## config.mk

```make
export PLATFORM = sky130hd
export DESIGN_NAME = dio_counter_top
export DESIGN_NICKNAME = d
export VERILOG_FILES = /design/src/dio_counter_pkg.sv /design/src/dio_counter_top.sv /design/src/line_sync.sv /design/src/quad_counter.sv
export SDC_FILE = /design/constraint.sdc
export NUM_CORES = 1
export LEC_CHECK = 0
export ABC_AREA = 1
export BUFFER_PORTS_ARGS = -buffer_cell sky130_fd_sc_hd__buf_2
export CAP_MARGIN = 0
export CORE_MARGIN = 5
export CORE_UTILIZATION = 37
export CTS_BUF_LIST = sky130_fd_sc_hd__clkbuf_8
export CTS_CLUSTER_DIAMETER = 150
export CTS_CLUSTER_SIZE = 10
export DETAILED_ROUTE_END_ITERATION = 12
export PLACE_DENSITY_LB_ADDON = 0.1
export SLEW_MARGIN = 15
export SYNTH_ARGS = -nofsm -noshare
export SYNTH_HDL_FRONTEND = slang
export SYNTH_SLANG_ARGS = --single-unit
```

## constraint.sdc

```tcl
create_clock -name CLK_I -period 6.5 [get_ports CLK_I]
set_input_delay 0.65 -clock CLK_I [delete_from_list [all_inputs] [get_ports CLK_I]]
set_output_delay 0.65 -clock CLK_I [all_outputs]
set_load 0.01 [all_outputs]
```

## src/dio_counter_pkg.sv

```systemverilog
package dio_counter_pkg;

  // Port and line geometry
  localparam int NUM_LINES  = 32;
  localparam int PORT_W     = 16;
  localparam int GROUP_W    = 8;
  localparam int NUM_GROUPS = 4;
  localparam int SEL_W      = 5;

  // Counter geometry
  localparam int NUM_CNT    = 3;
  localparam int CNT_W      = 32;
  localparam int MODE_W     = 3;

  // Values after reset: groups 0,1 (port A) input, groups 2,3 (port B) output
  localparam logic [NUM_GROUPS-1:0] DIR_RESET  = 4'hc;
  localparam logic [PORT_W-1:0]     OE_N_IN    = 16'hffff;
  localparam logic [PORT_W-1:0]     OE_N_OUT   = 16'h0000;
  localparam logic [PORT_W-1:0]     DOUT_RESET = 16'h0000;
  localparam logic [NUM_LINES-1:0]  DIN_RESET  = 32'h00000000;
  localparam logic [CNT_W-1:0]      CNT_RESET  = 32'h00000000;
  localparam logic [CNT_W-1:0]      CNT_ONE    = 32'h00000001;
  localparam logic [CNT_W-1:0]      CNT_MAX    = 32'hffffffff;

  // Clock and pulse rates, with least clock cycles per input pulse
  localparam int CLK_MHZ        = 250;
  localparam int CNT_MAX_MHZ    = 16;
  localparam int ENC_MAX_MHZ    = 4;
  localparam int CNT_MIN_CYCLES = CLK_MHZ / CNT_MAX_MHZ;
  localparam int ENC_MIN_CYCLES = CLK_MHZ / ENC_MAX_MHZ;

  // Counter operating modes
  typedef enum logic [MODE_W-1:0] {
    MODE_COUNT  = 3'h1,
    MODE_UPDOWN = 3'h2,
    MODE_QUAD   = 3'h4
  } mode_t;

endpackage : dio_counter_pkg

```

## src/dio_counter_top.sv

```systemverilog
`timescale 1ns/10ps
// Functional notes
// Two sixteen-line ports, each line bidirectional
// Reset: port A inputs, port B outputs
// Digital inputs captured on analog sample strobe
// Outside must not drive device outputs
// Host sets direction before using port
// Three independent 32-bit encoder-capable counters
// Counter A, B, reset selectable from any line
// Counters count only with lines assigned
// Plain mode counts rising edges on A
// Passing maximum wraps to minimum value
// Assigned external reset clears counter anytime
// Quadrature direction from A/B phase relation
// Encoder mode: two lines, signed 32-bit range
// Push-buttons must be debounced outside
// Direction chosen per group of eight lines
// Value readable live, two's complement up/down
// Inputs synchronised before edge detection
module dio_counter_top
  import dio_counter_pkg::*;
(
  input  wire logic                                     CLK_I,
  input  wire logic                                     SYS_RST_I,
  // Port pads: in, out, active low enable
  input  wire logic [dio_counter_pkg::PORT_W-1:0]       PORTA_IN_I,
  output logic      [dio_counter_pkg::PORT_W-1:0]       PORTA_OUT_O,
  output logic      [dio_counter_pkg::PORT_W-1:0]       PORTA_OE_N_O,
  input  wire logic [dio_counter_pkg::PORT_W-1:0]       PORTB_IN_I,
  output logic      [dio_counter_pkg::PORT_W-1:0]       PORTB_OUT_O,
  output logic      [dio_counter_pkg::PORT_W-1:0]       PORTB_OE_N_O,
  // Direction control, one bit per group of eight, 1 is output
  input  wire logic                                     DIR_WE_I,
  input  wire logic [dio_counter_pkg::NUM_GROUPS-1:0]   DIR_I,
  output logic      [dio_counter_pkg::NUM_GROUPS-1:0]   DIR_O,
  // Output data write
  input  wire logic                                     OUT_WE_I,
  input  wire logic [dio_counter_pkg::PORT_W-1:0]       OUT_A_I,
  input  wire logic [dio_counter_pkg::PORT_W-1:0]       OUT_B_I,
  // Sample strobe shared with the analog inputs
  input  wire logic                                     SAMPLE_I,
  output logic      [dio_counter_pkg::NUM_LINES-1:0]    DIN_O,
  output logic                                          SAMPLE_VALID_O,
  // Counter configuration, packed per counter
  input  wire logic [dio_counter_pkg::NUM_CNT-1:0]      CNT_ASSIGN_I,
  input  wire logic [dio_counter_pkg::NUM_CNT*3-1:0]    CNT_MODE_I,
  input  wire logic [dio_counter_pkg::NUM_CNT*5-1:0]    CNT_SEL_A_I,
  input  wire logic [dio_counter_pkg::NUM_CNT*5-1:0]    CNT_SEL_B_I,
  input  wire logic [dio_counter_pkg::NUM_CNT*5-1:0]    CNT_SEL_RST_I,
  input  wire logic [dio_counter_pkg::NUM_CNT-1:0]      CNT_RST_EN_I,
  // Counter values, counter 0 in the low word
  output logic      [dio_counter_pkg::NUM_CNT*32-1:0]   CNT_VALUE_O
);

  logic [NUM_LINES-1:0]  pads;
  logic [NUM_LINES-1:0]  lines;
  logic [NUM_CNT-1:0]    cnt_a;
  logic [NUM_CNT-1:0]    cnt_b;
  logic [NUM_CNT-1:0]    cnt_r;

  // Line picker shared by all counter inputs
  function automatic logic pick_line(input logic [NUM_LINES-1:0] src,
                                     input logic [SEL_W-1:0]     sel);
    return src[sel];
  endfunction : pick_line

  // Line 0..15 is port A, 16..31 is port B
  assign pads = {PORTB_IN_I, PORTA_IN_I};

  line_sync u_sync (
    .clk_i   (CLK_I),
    .rst_i   (SYS_RST_I),
    .lines_i (pads),
    .lines_o (lines)
  );

  // Direction register per group of eight
  always_ff @(posedge CLK_I) begin
    if (SYS_RST_I) begin
      DIR_O <= DIR_RESET;
    end else if (DIR_WE_I) begin
      DIR_O <= DIR_I;
    end
  end

  // Pad enables follow the written direction, low drives
  always_ff @(posedge CLK_I) begin
    if (SYS_RST_I) begin
      PORTA_OE_N_O <= OE_N_IN;
      PORTB_OE_N_O <= OE_N_OUT;
    end else if (DIR_WE_I) begin
      PORTA_OE_N_O <= {{GROUP_W{~DIR_I[1]}}, {GROUP_W{~DIR_I[0]}}};
      PORTB_OE_N_O <= {{GROUP_W{~DIR_I[3]}}, {GROUP_W{~DIR_I[2]}}};
    end
  end

  // Output data registers
  always_ff @(posedge CLK_I) begin
    if (SYS_RST_I) begin
      PORTA_OUT_O <= DOUT_RESET;
      PORTB_OUT_O <= DOUT_RESET;
    end else if (OUT_WE_I) begin
      PORTA_OUT_O <= OUT_A_I;
      PORTB_OUT_O <= OUT_B_I;
    end
  end

  // Input snapshot at the analog sampling instant
  always_ff @(posedge CLK_I) begin
    if (SYS_RST_I) begin
      DIN_O          <= DIN_RESET;
      SAMPLE_VALID_O <= 1'b0;
    end else begin
      SAMPLE_VALID_O <= SAMPLE_I;
      if (SAMPLE_I) begin
        DIN_O <= lines;
      end
    end
  end

  // Three counters with routed inputs
  generate
    for (genvar c = 0; c < NUM_CNT; c++) begin : g_cnt
      assign cnt_a[c] = pick_line(lines, CNT_SEL_A_I[c*SEL_W +: SEL_W]);
      assign cnt_b[c] = pick_line(lines, CNT_SEL_B_I[c*SEL_W +: SEL_W]);
      assign cnt_r[c] = pick_line(lines, CNT_SEL_RST_I[c*SEL_W +: SEL_W]);

      quad_counter u_cnt (
        .clk_i        (CLK_I),
        .rst_i        (SYS_RST_I),
        .assign_i     (CNT_ASSIGN_I[c]),
        .mode_i       (CNT_MODE_I[c*MODE_W +: MODE_W]),
        .a_i          (cnt_a[c]),
        .b_i          (cnt_b[c]),
        .ext_rst_en_i (CNT_RST_EN_I[c]),
        .ext_rst_i    (cnt_r[c]),
        .value_o      (CNT_VALUE_O[c*CNT_W +: CNT_W])
      );

      a_unassigned_hold : assert property (@(posedge CLK_I) disable iff (SYS_RST_I)
        !CNT_ASSIGN_I[c] |=> $stable(CNT_VALUE_O[c*CNT_W +: CNT_W]))
        else $error("unassigned counter changed value");
    end
  endgenerate

  a_reset_dir : assert property (@(posedge CLK_I) disable iff (SYS_RST_I)
    $fell(SYS_RST_I) |-> PORTA_OE_N_O == OE_N_IN && PORTB_OE_N_O == OE_N_OUT
                         && DIR_O == DIR_RESET)
    else $error("port directions wrong after reset");

  a_group_uniform : assert property (@(posedge CLK_I) disable iff (SYS_RST_I)
    (PORTA_OE_N_O[7:0] == 8'h00 || PORTA_OE_N_O[7:0] == 8'hff) &&
    (PORTA_OE_N_O[15:8] == 8'h00 || PORTA_OE_N_O[15:8] == 8'hff) &&
    (PORTB_OE_N_O[7:0] == 8'h00 || PORTB_OE_N_O[7:0] == 8'hff) &&
    (PORTB_OE_N_O[15:8] == 8'h00 || PORTB_OE_N_O[15:8] == 8'hff))
    else $error("direction not uniform within a group");

  a_dir_write : assert property (@(posedge CLK_I) disable iff (SYS_RST_I)
    DIR_WE_I |=> DIR_O == $past(DIR_I) && PORTB_OE_N_O[15] == !$past(DIR_I[3])
                 && PORTA_OE_N_O[0] == !$past(DIR_I[0]))
    else $error("direction write not applied");

  a_out_write : assert property (@(posedge CLK_I) disable iff (SYS_RST_I)
    OUT_WE_I |=> PORTA_OUT_O == $past(OUT_A_I) && PORTB_OUT_O == $past(OUT_B_I))
    else $error("output data write not applied");

  a_out_hold : assert property (@(posedge CLK_I) disable iff (SYS_RST_I)
    !OUT_WE_I |=> $stable(PORTA_OUT_O) && $stable(PORTB_OUT_O))
    else $error("output data changed without write");

  a_sample_capture : assert property (@(posedge CLK_I) disable iff (SYS_RST_I)
    SAMPLE_I |=> SAMPLE_VALID_O && DIN_O == $past(lines))
    else $error("sample snapshot wrong");

  a_sample_pulse : assert property (@(posedge CLK_I) disable iff (SYS_RST_I)
    !SAMPLE_I |=> !SAMPLE_VALID_O && $stable(DIN_O))
    else $error("snapshot changed without strobe");

  c_plain_count : cover property (@(posedge CLK_I) disable iff (SYS_RST_I)
    CNT_ASSIGN_I[0] && CNT_MODE_I[2:0] == MODE_COUNT
    ##1 CNT_VALUE_O[31:0] != $past(CNT_VALUE_O[31:0]));

  c_quad_count : cover property (@(posedge CLK_I) disable iff (SYS_RST_I)
    CNT_ASSIGN_I[2] && CNT_MODE_I[8:6] == MODE_QUAD
    ##1 CNT_VALUE_O[95:64] != $past(CNT_VALUE_O[95:64]));

  c_ext_reset : cover property (@(posedge CLK_I) disable iff (SYS_RST_I)
    CNT_ASSIGN_I[0] && CNT_RST_EN_I[0] && cnt_r[0] ##1 CNT_VALUE_O[31:0] == CNT_RESET);

  c_port_turn : cover property (@(posedge CLK_I) disable iff (SYS_RST_I)
    DIR_WE_I && DIR_I == 4'h3 ##1 SAMPLE_I ##1 SAMPLE_VALID_O);

endmodule : dio_counter_top

```

## src/line_sync.sv

```systemverilog
`timescale 1ns/10ps
module line_sync
  import dio_counter_pkg::*;
(
  input  wire logic                 clk_i,
  input  wire logic                 rst_i,
  input  wire logic [NUM_LINES-1:0] lines_i,
  output logic      [NUM_LINES-1:0] lines_o
);

  logic [NUM_LINES-1:0] meta;

  // Two flop synchroniser per line
  generate
    for (genvar i = 0; i < NUM_LINES; i++) begin : g_sync
      always_ff @(posedge clk_i) begin
        if (rst_i) begin
          meta[i]    <= 1'b0;
          lines_o[i] <= 1'b0;
        end else begin
          meta[i]    <= lines_i[i];
          lines_o[i] <= meta[i];
        end
      end
    end
  endgenerate

  // Output equals input delayed by two edges
  a_sync_delay : assert property (@(posedge clk_i) disable iff (rst_i)
    !$past(rst_i) && !$past(rst_i, 2) |-> lines_o == $past(lines_i, 2))
    else $error("synchroniser delay is not two cycles");

endmodule : line_sync

```

## src/quad_counter.sv

```systemverilog
`timescale 1ns/10ps
module quad_counter
  import dio_counter_pkg::*;
(
  input  wire logic              clk_i,
  input  wire logic              rst_i,
  input  wire logic              assign_i,
  input  wire logic [MODE_W-1:0] mode_i,
  input  wire logic              a_i,
  input  wire logic              b_i,
  input  wire logic              ext_rst_en_i,
  input  wire logic              ext_rst_i,
  output logic      [CNT_W-1:0]  value_o
);

  logic             a_prev;
  logic             b_prev;
  logic             rise_a;
  logic             one_moved;
  logic             clear;
  logic [CNT_W-1:0] next_value;

  // Edge history of the selected lines
  always_ff @(posedge clk_i) begin
    if (rst_i) begin
      a_prev <= 1'b0;
      b_prev <= 1'b0;
    end else begin
      a_prev <= a_i;
      b_prev <= b_i;
    end
  end

  assign rise_a    = a_i & ~a_prev;
  assign one_moved = (a_i ^ a_prev) ^ (b_i ^ b_prev);
  assign clear     = assign_i & ext_rst_en_i & ext_rst_i;

  // Step decision for each mode
  always_comb begin
    next_value = value_o;
    unique case (mode_t'(mode_i))
      MODE_COUNT: begin
        if (rise_a) next_value = value_o + CNT_ONE;
      end
      MODE_UPDOWN: begin
        if (rise_a) next_value = b_i ? value_o - CNT_ONE : value_o + CNT_ONE;
      end
      MODE_QUAD: begin
        if (one_moved) begin
          next_value = (a_i ^ b_prev) ? value_o + CNT_ONE : value_o - CNT_ONE;
        end
      end
      default: next_value = value_o;
    endcase
  end

  // Count register, external reset first
  always_ff @(posedge clk_i) begin
    if (rst_i) begin
      value_o <= CNT_RESET;
    end else if (clear) begin
      value_o <= CNT_RESET;
    end else if (assign_i) begin
      value_o <= next_value;
    end
  end

  a_ext_reset : assert property (@(posedge clk_i) disable iff (rst_i)
    clear |=> value_o == CNT_RESET)
    else $error("external reset did not clear counter");

  a_plain_step : assert property (@(posedge clk_i) disable iff (rst_i)
    assign_i && !clear && mode_i == MODE_COUNT && rise_a |=> value_o == $past(value_o) + CNT_ONE)
    else $error("plain counter missed a rising edge");

  a_count_wrap : assert property (@(posedge clk_i) disable iff (rst_i)
    assign_i && !clear && mode_i == MODE_COUNT && rise_a && value_o == CNT_MAX
    |=> value_o == CNT_RESET)
    else $error("counter did not wrap to zero");

  a_quad_up : assert property (@(posedge clk_i) disable iff (rst_i)
    assign_i && !clear && mode_i == MODE_QUAD && rise_a && !b_i && !b_prev
    |=> value_o == $past(value_o) + CNT_ONE)
    else $error("quadrature forward step wrong");

  a_updown_down : assert property (@(posedge clk_i) disable iff (rst_i)
    assign_i && !clear && mode_i == MODE_UPDOWN && rise_a && b_i
    |=> value_o == $past(value_o) - CNT_ONE)
    else $error("up/down counter did not count down");

endmodule : quad_counter

```

==> flow_metrics.py <==
metrics = {
    "outcome": {
        "status": "finished, final reports clean",
    },
    "layout": {
        "layout.nets": 3346,
        "area_growth_pct": 9.79,
        "fin_cells": 3824,
        "drive_gt1_frac": 0.139,
        "final_area_um2": 19800,
        "final_core_util": 0.413,
    },
    "yosys": {
        "synth_area_leaders": "dfxtp_1 (27%), nand2_1 (15%), nor2_1 (9.1%)",
        "synth_top_area_share": 0.266,
        "syn_inst": 3030,
        "ys_dominant_reg_cell": "dfxtp_1",
        "synth-seq-area-share": 0.266,
        "synth_area_um2": 18000,
        "synth_cell_type_count": 51,
        "synth_edf_count": 0,
        "synth_area_leader_cell": "dfxtp_1",
        "ys_ff_latch": 239,
        "synth.avg_cell_area_um2": 5.95,
        "netlist_top_cells_count": "nand2_1 (720), nor2_1 (437), inv_1 (395)",
        "syn_nets": 3172,
        "yosysWarnings": 0,
        "async_reset_ff_frac": 0,
        "yosysMostFrequentCell": "nand2_1",
    },
    "floorplan": {
        "die_y_um": 231,
        "dieArea_um2": 53200,
        "ios": 330,
        "row_count": 80,
        "core_um2": 47900,
        "die_w_um": 231,
        "initial_core_util": 0.376,
    },
    "routing": {
        "antenna_left": 0,
        "drt_drc_violations_left": 0,
        "drtPass1Iterations": 5,
        "avgRoutedWirePerCell_um": 17.4,
        "vias": 19970,
        "routed_wl_mm": 66.5,
        "vias_per_cell": 5.22,
        "initialDrtViolationCount": 1642,
    },
    "global_routing": {
        "groute.usage.overall": 0.234,
        "grt_max_degree": 76,
        "grt_pass1_vias": 18537,
        "antenna_found_initial": 14,
        "overflow": 0,
        "grt_pass1_wl_mm": 103,
    },
    "timing": {
        "setup_viol": 0,
        "setup_tns_ns": 0,
        "finalMaxSlewViolations": 0,
        "relSlewSlack": 0.220,
        "worst_pin_slew_ns": 1.17,
        "fin_ws_ns": 2.72,
        "hold_ws_ns": 0.230,
        "fin_crit_sh": 0.581,
        "fin_skew_ns": 0.0267,
        "fmax_mhz": 265,
        "final.min_clock_period_ns": 3.78,
        "grt_setup_unrepaired": "false",
        "hold_violations": 0,
    },
    "pwr": {
        "power_mw": 3.84,
        "ir_drop_v": 0.000158,
        "power_density_nw_per_um2": 194,
        "power.leakage_nw": 9.76,
    },
    "critical_path": {
        "critPathRequiredTime_ns": 7.03,
        "reg2reg_to": "g_cnt[1].u_cnt.value_o[22]",
        "worst-path-max-fanout": 39,
        "reg2reg_slack_ns": 2.72,
        "crit_path_start_kind": "register",
        "critPathKind": "reg2reg",
        "worst_r2r_path_depth": 16,
        "arrival_ns": 4.30,
        "worstSetupStartpoint": "u_sync.lines_o[3]",
        "endpoint_kind": "register",
        "reg2reg_from": "u_sync.lines_o[3]",
    },
    "min_path": {
        "min_from": "PORTA_IN_I[8]",
        "whs_path_depth": 3,
        "hold_path_class": "in2reg",
        "whs_endpoint": "u_sync.meta[8]",
    },
    "placement": {
        "dpl.cell_count": 3790,
        "port-buffer-count": 329,
        "place_ws_ns": 2.38,
        "placed_cell_area_um2": 19400,
        "dpl.hpwl_mm": 47.6,
        "place.gp.congestion": 0.916,
    },
    "run": {
        "maxCapViolations": 0,
    },
    "clock_tree": {
        "clk_pin_slew_worst_paths_ns": 0.09,
        "htree_levels": 1,
        "clk_latency_ns": 0.63,
        "cts-root-buf": "clkbuf_8",
        "clockBufferDepth": 3,
        "tritoncts": "yes",
        "cts_resized": 0,
        "ctsHoldBuffers": 0,
        "cts.sinks": 239,
        "cts_buffers": 27,
        "cts_setup_buffers": 0,
    },
}
==> cell usage in the layout (no fill, tap or decap), drive strengths merged, types with 2 or more instances in the layout <==
master and n:
nor2 446, nand3b 13, nand4 59, o22ai 21, clkbuf 27, o211ai 36, buf 337, a211oi 3
nor4 32, nor3 60, diode 5, clkinv 3, inv 412, o221ai 6, nor3b 2, xnor2 5
a31oi 4, o21ai 184, nand2 737, dfxtp 239, nand3 322, ha 9, xor2 119, a21oi 117
or2 7
==> layer usage <==
metal	wire length (um)	up-vias	global-route usage
met3	5070	130	0.0430
met4	1570	16	0.0557
met5	92	-	0
met1	28600	9133	0.310
met2	31100	742	0.399
li1	-	9949	-
==> logic make-up (layout without fill, tap and decap cells) <==
group,Yosys count,after routing,synth area share
simple gates,1679,1679,0.402
buf+inv,605,779,0.149
compound gates,374,374,0.118
flops,239,239,0.266
xor+xnor,124,124,0.0603
fa+ha+maj,9,9,0.00625
other cells,0,5,0
==> registers in the layout, indices dropped and copies added (netlist names), 3 cells and up <==
| signal | flops |
|---|---|
| PORTB_OUT_O | 16 |
| g_cnt.u_cnt.b_prev | 3 |
| DIN_O | 32 |
| DIR_O | 4 |
| PORTA_OUT_O | 16 |
| g_cnt.u_cnt.a_prev | 3 |
| g_cnt.u_cnt.value_o | 96 |
| u_sync.lines_o | 32 |
| u_sync.meta | 32 |
==> worst max-delay path, stage by stage, from the launching register on <==
cell and delay, ns:
dfxtp_1 0.73, nand2_1 0.15, nand3_1 0.13, nand3_1 0.08, nand2_1 0.08, nand2_1 0.06
nand3b_1 0.10, nand2_1 0.09, inv_1 0.06, ha_1 0.23, xnor2_1 0.17, or2_1 0.14
nand3_2 0.07, nand2_2 0.74, inv_2 0.48, o21ai_0 0.29, nor2_1 0.07
==> where the power goes <==
group / total, mW / internal [mW] / switching, mW
clock network: 0.939 / 0.373 / 0.566
registers: 1.70 / 1.55 / 0.148
logic: 1.20 / 0.411 / 0.791
==> worst max-delay path by stage <==
| stage | endpoint | cells after the start | slack [ns] |
|---|---|---|---|
| after floorplan | g_cnt[2].u_cnt.value_o[29] | 20 | 3.71 |
| after global placement | g_cnt[1].u_cnt.value_o[1] | 18 | 2.53 |
| after detailed placement | g_cnt[1].u_cnt.value_o[22] | 18 | 2.38 |
| after CTS | g_cnt[1].u_cnt.value_o[22] | 16 | 2.75 |
| after global routing | g_cnt[1].u_cnt.value_o[22] | 16 | 2.41 |
| final | g_cnt[1].u_cnt.value_o[22] | 16 | 2.72 |
==> layout make-up <==
| cell class | instances | area (um2) |
|---|---|---|
| fillers | 5243 | 28200 |
| multi-input cells | 2186 | 10600 |
| flip-flops and latches | 239 | 4780 |
| repair buffers | 337 | 1710 |
| inverters | 413 | 1570 |
| well taps | 615 | 769 |
| clock buffers | 27 | 372 |
| clock inverters | 2 | 15.0 |
| diodes | 5 | 12.5 |
No activity file was read; power rests on OpenSTA's default activity.
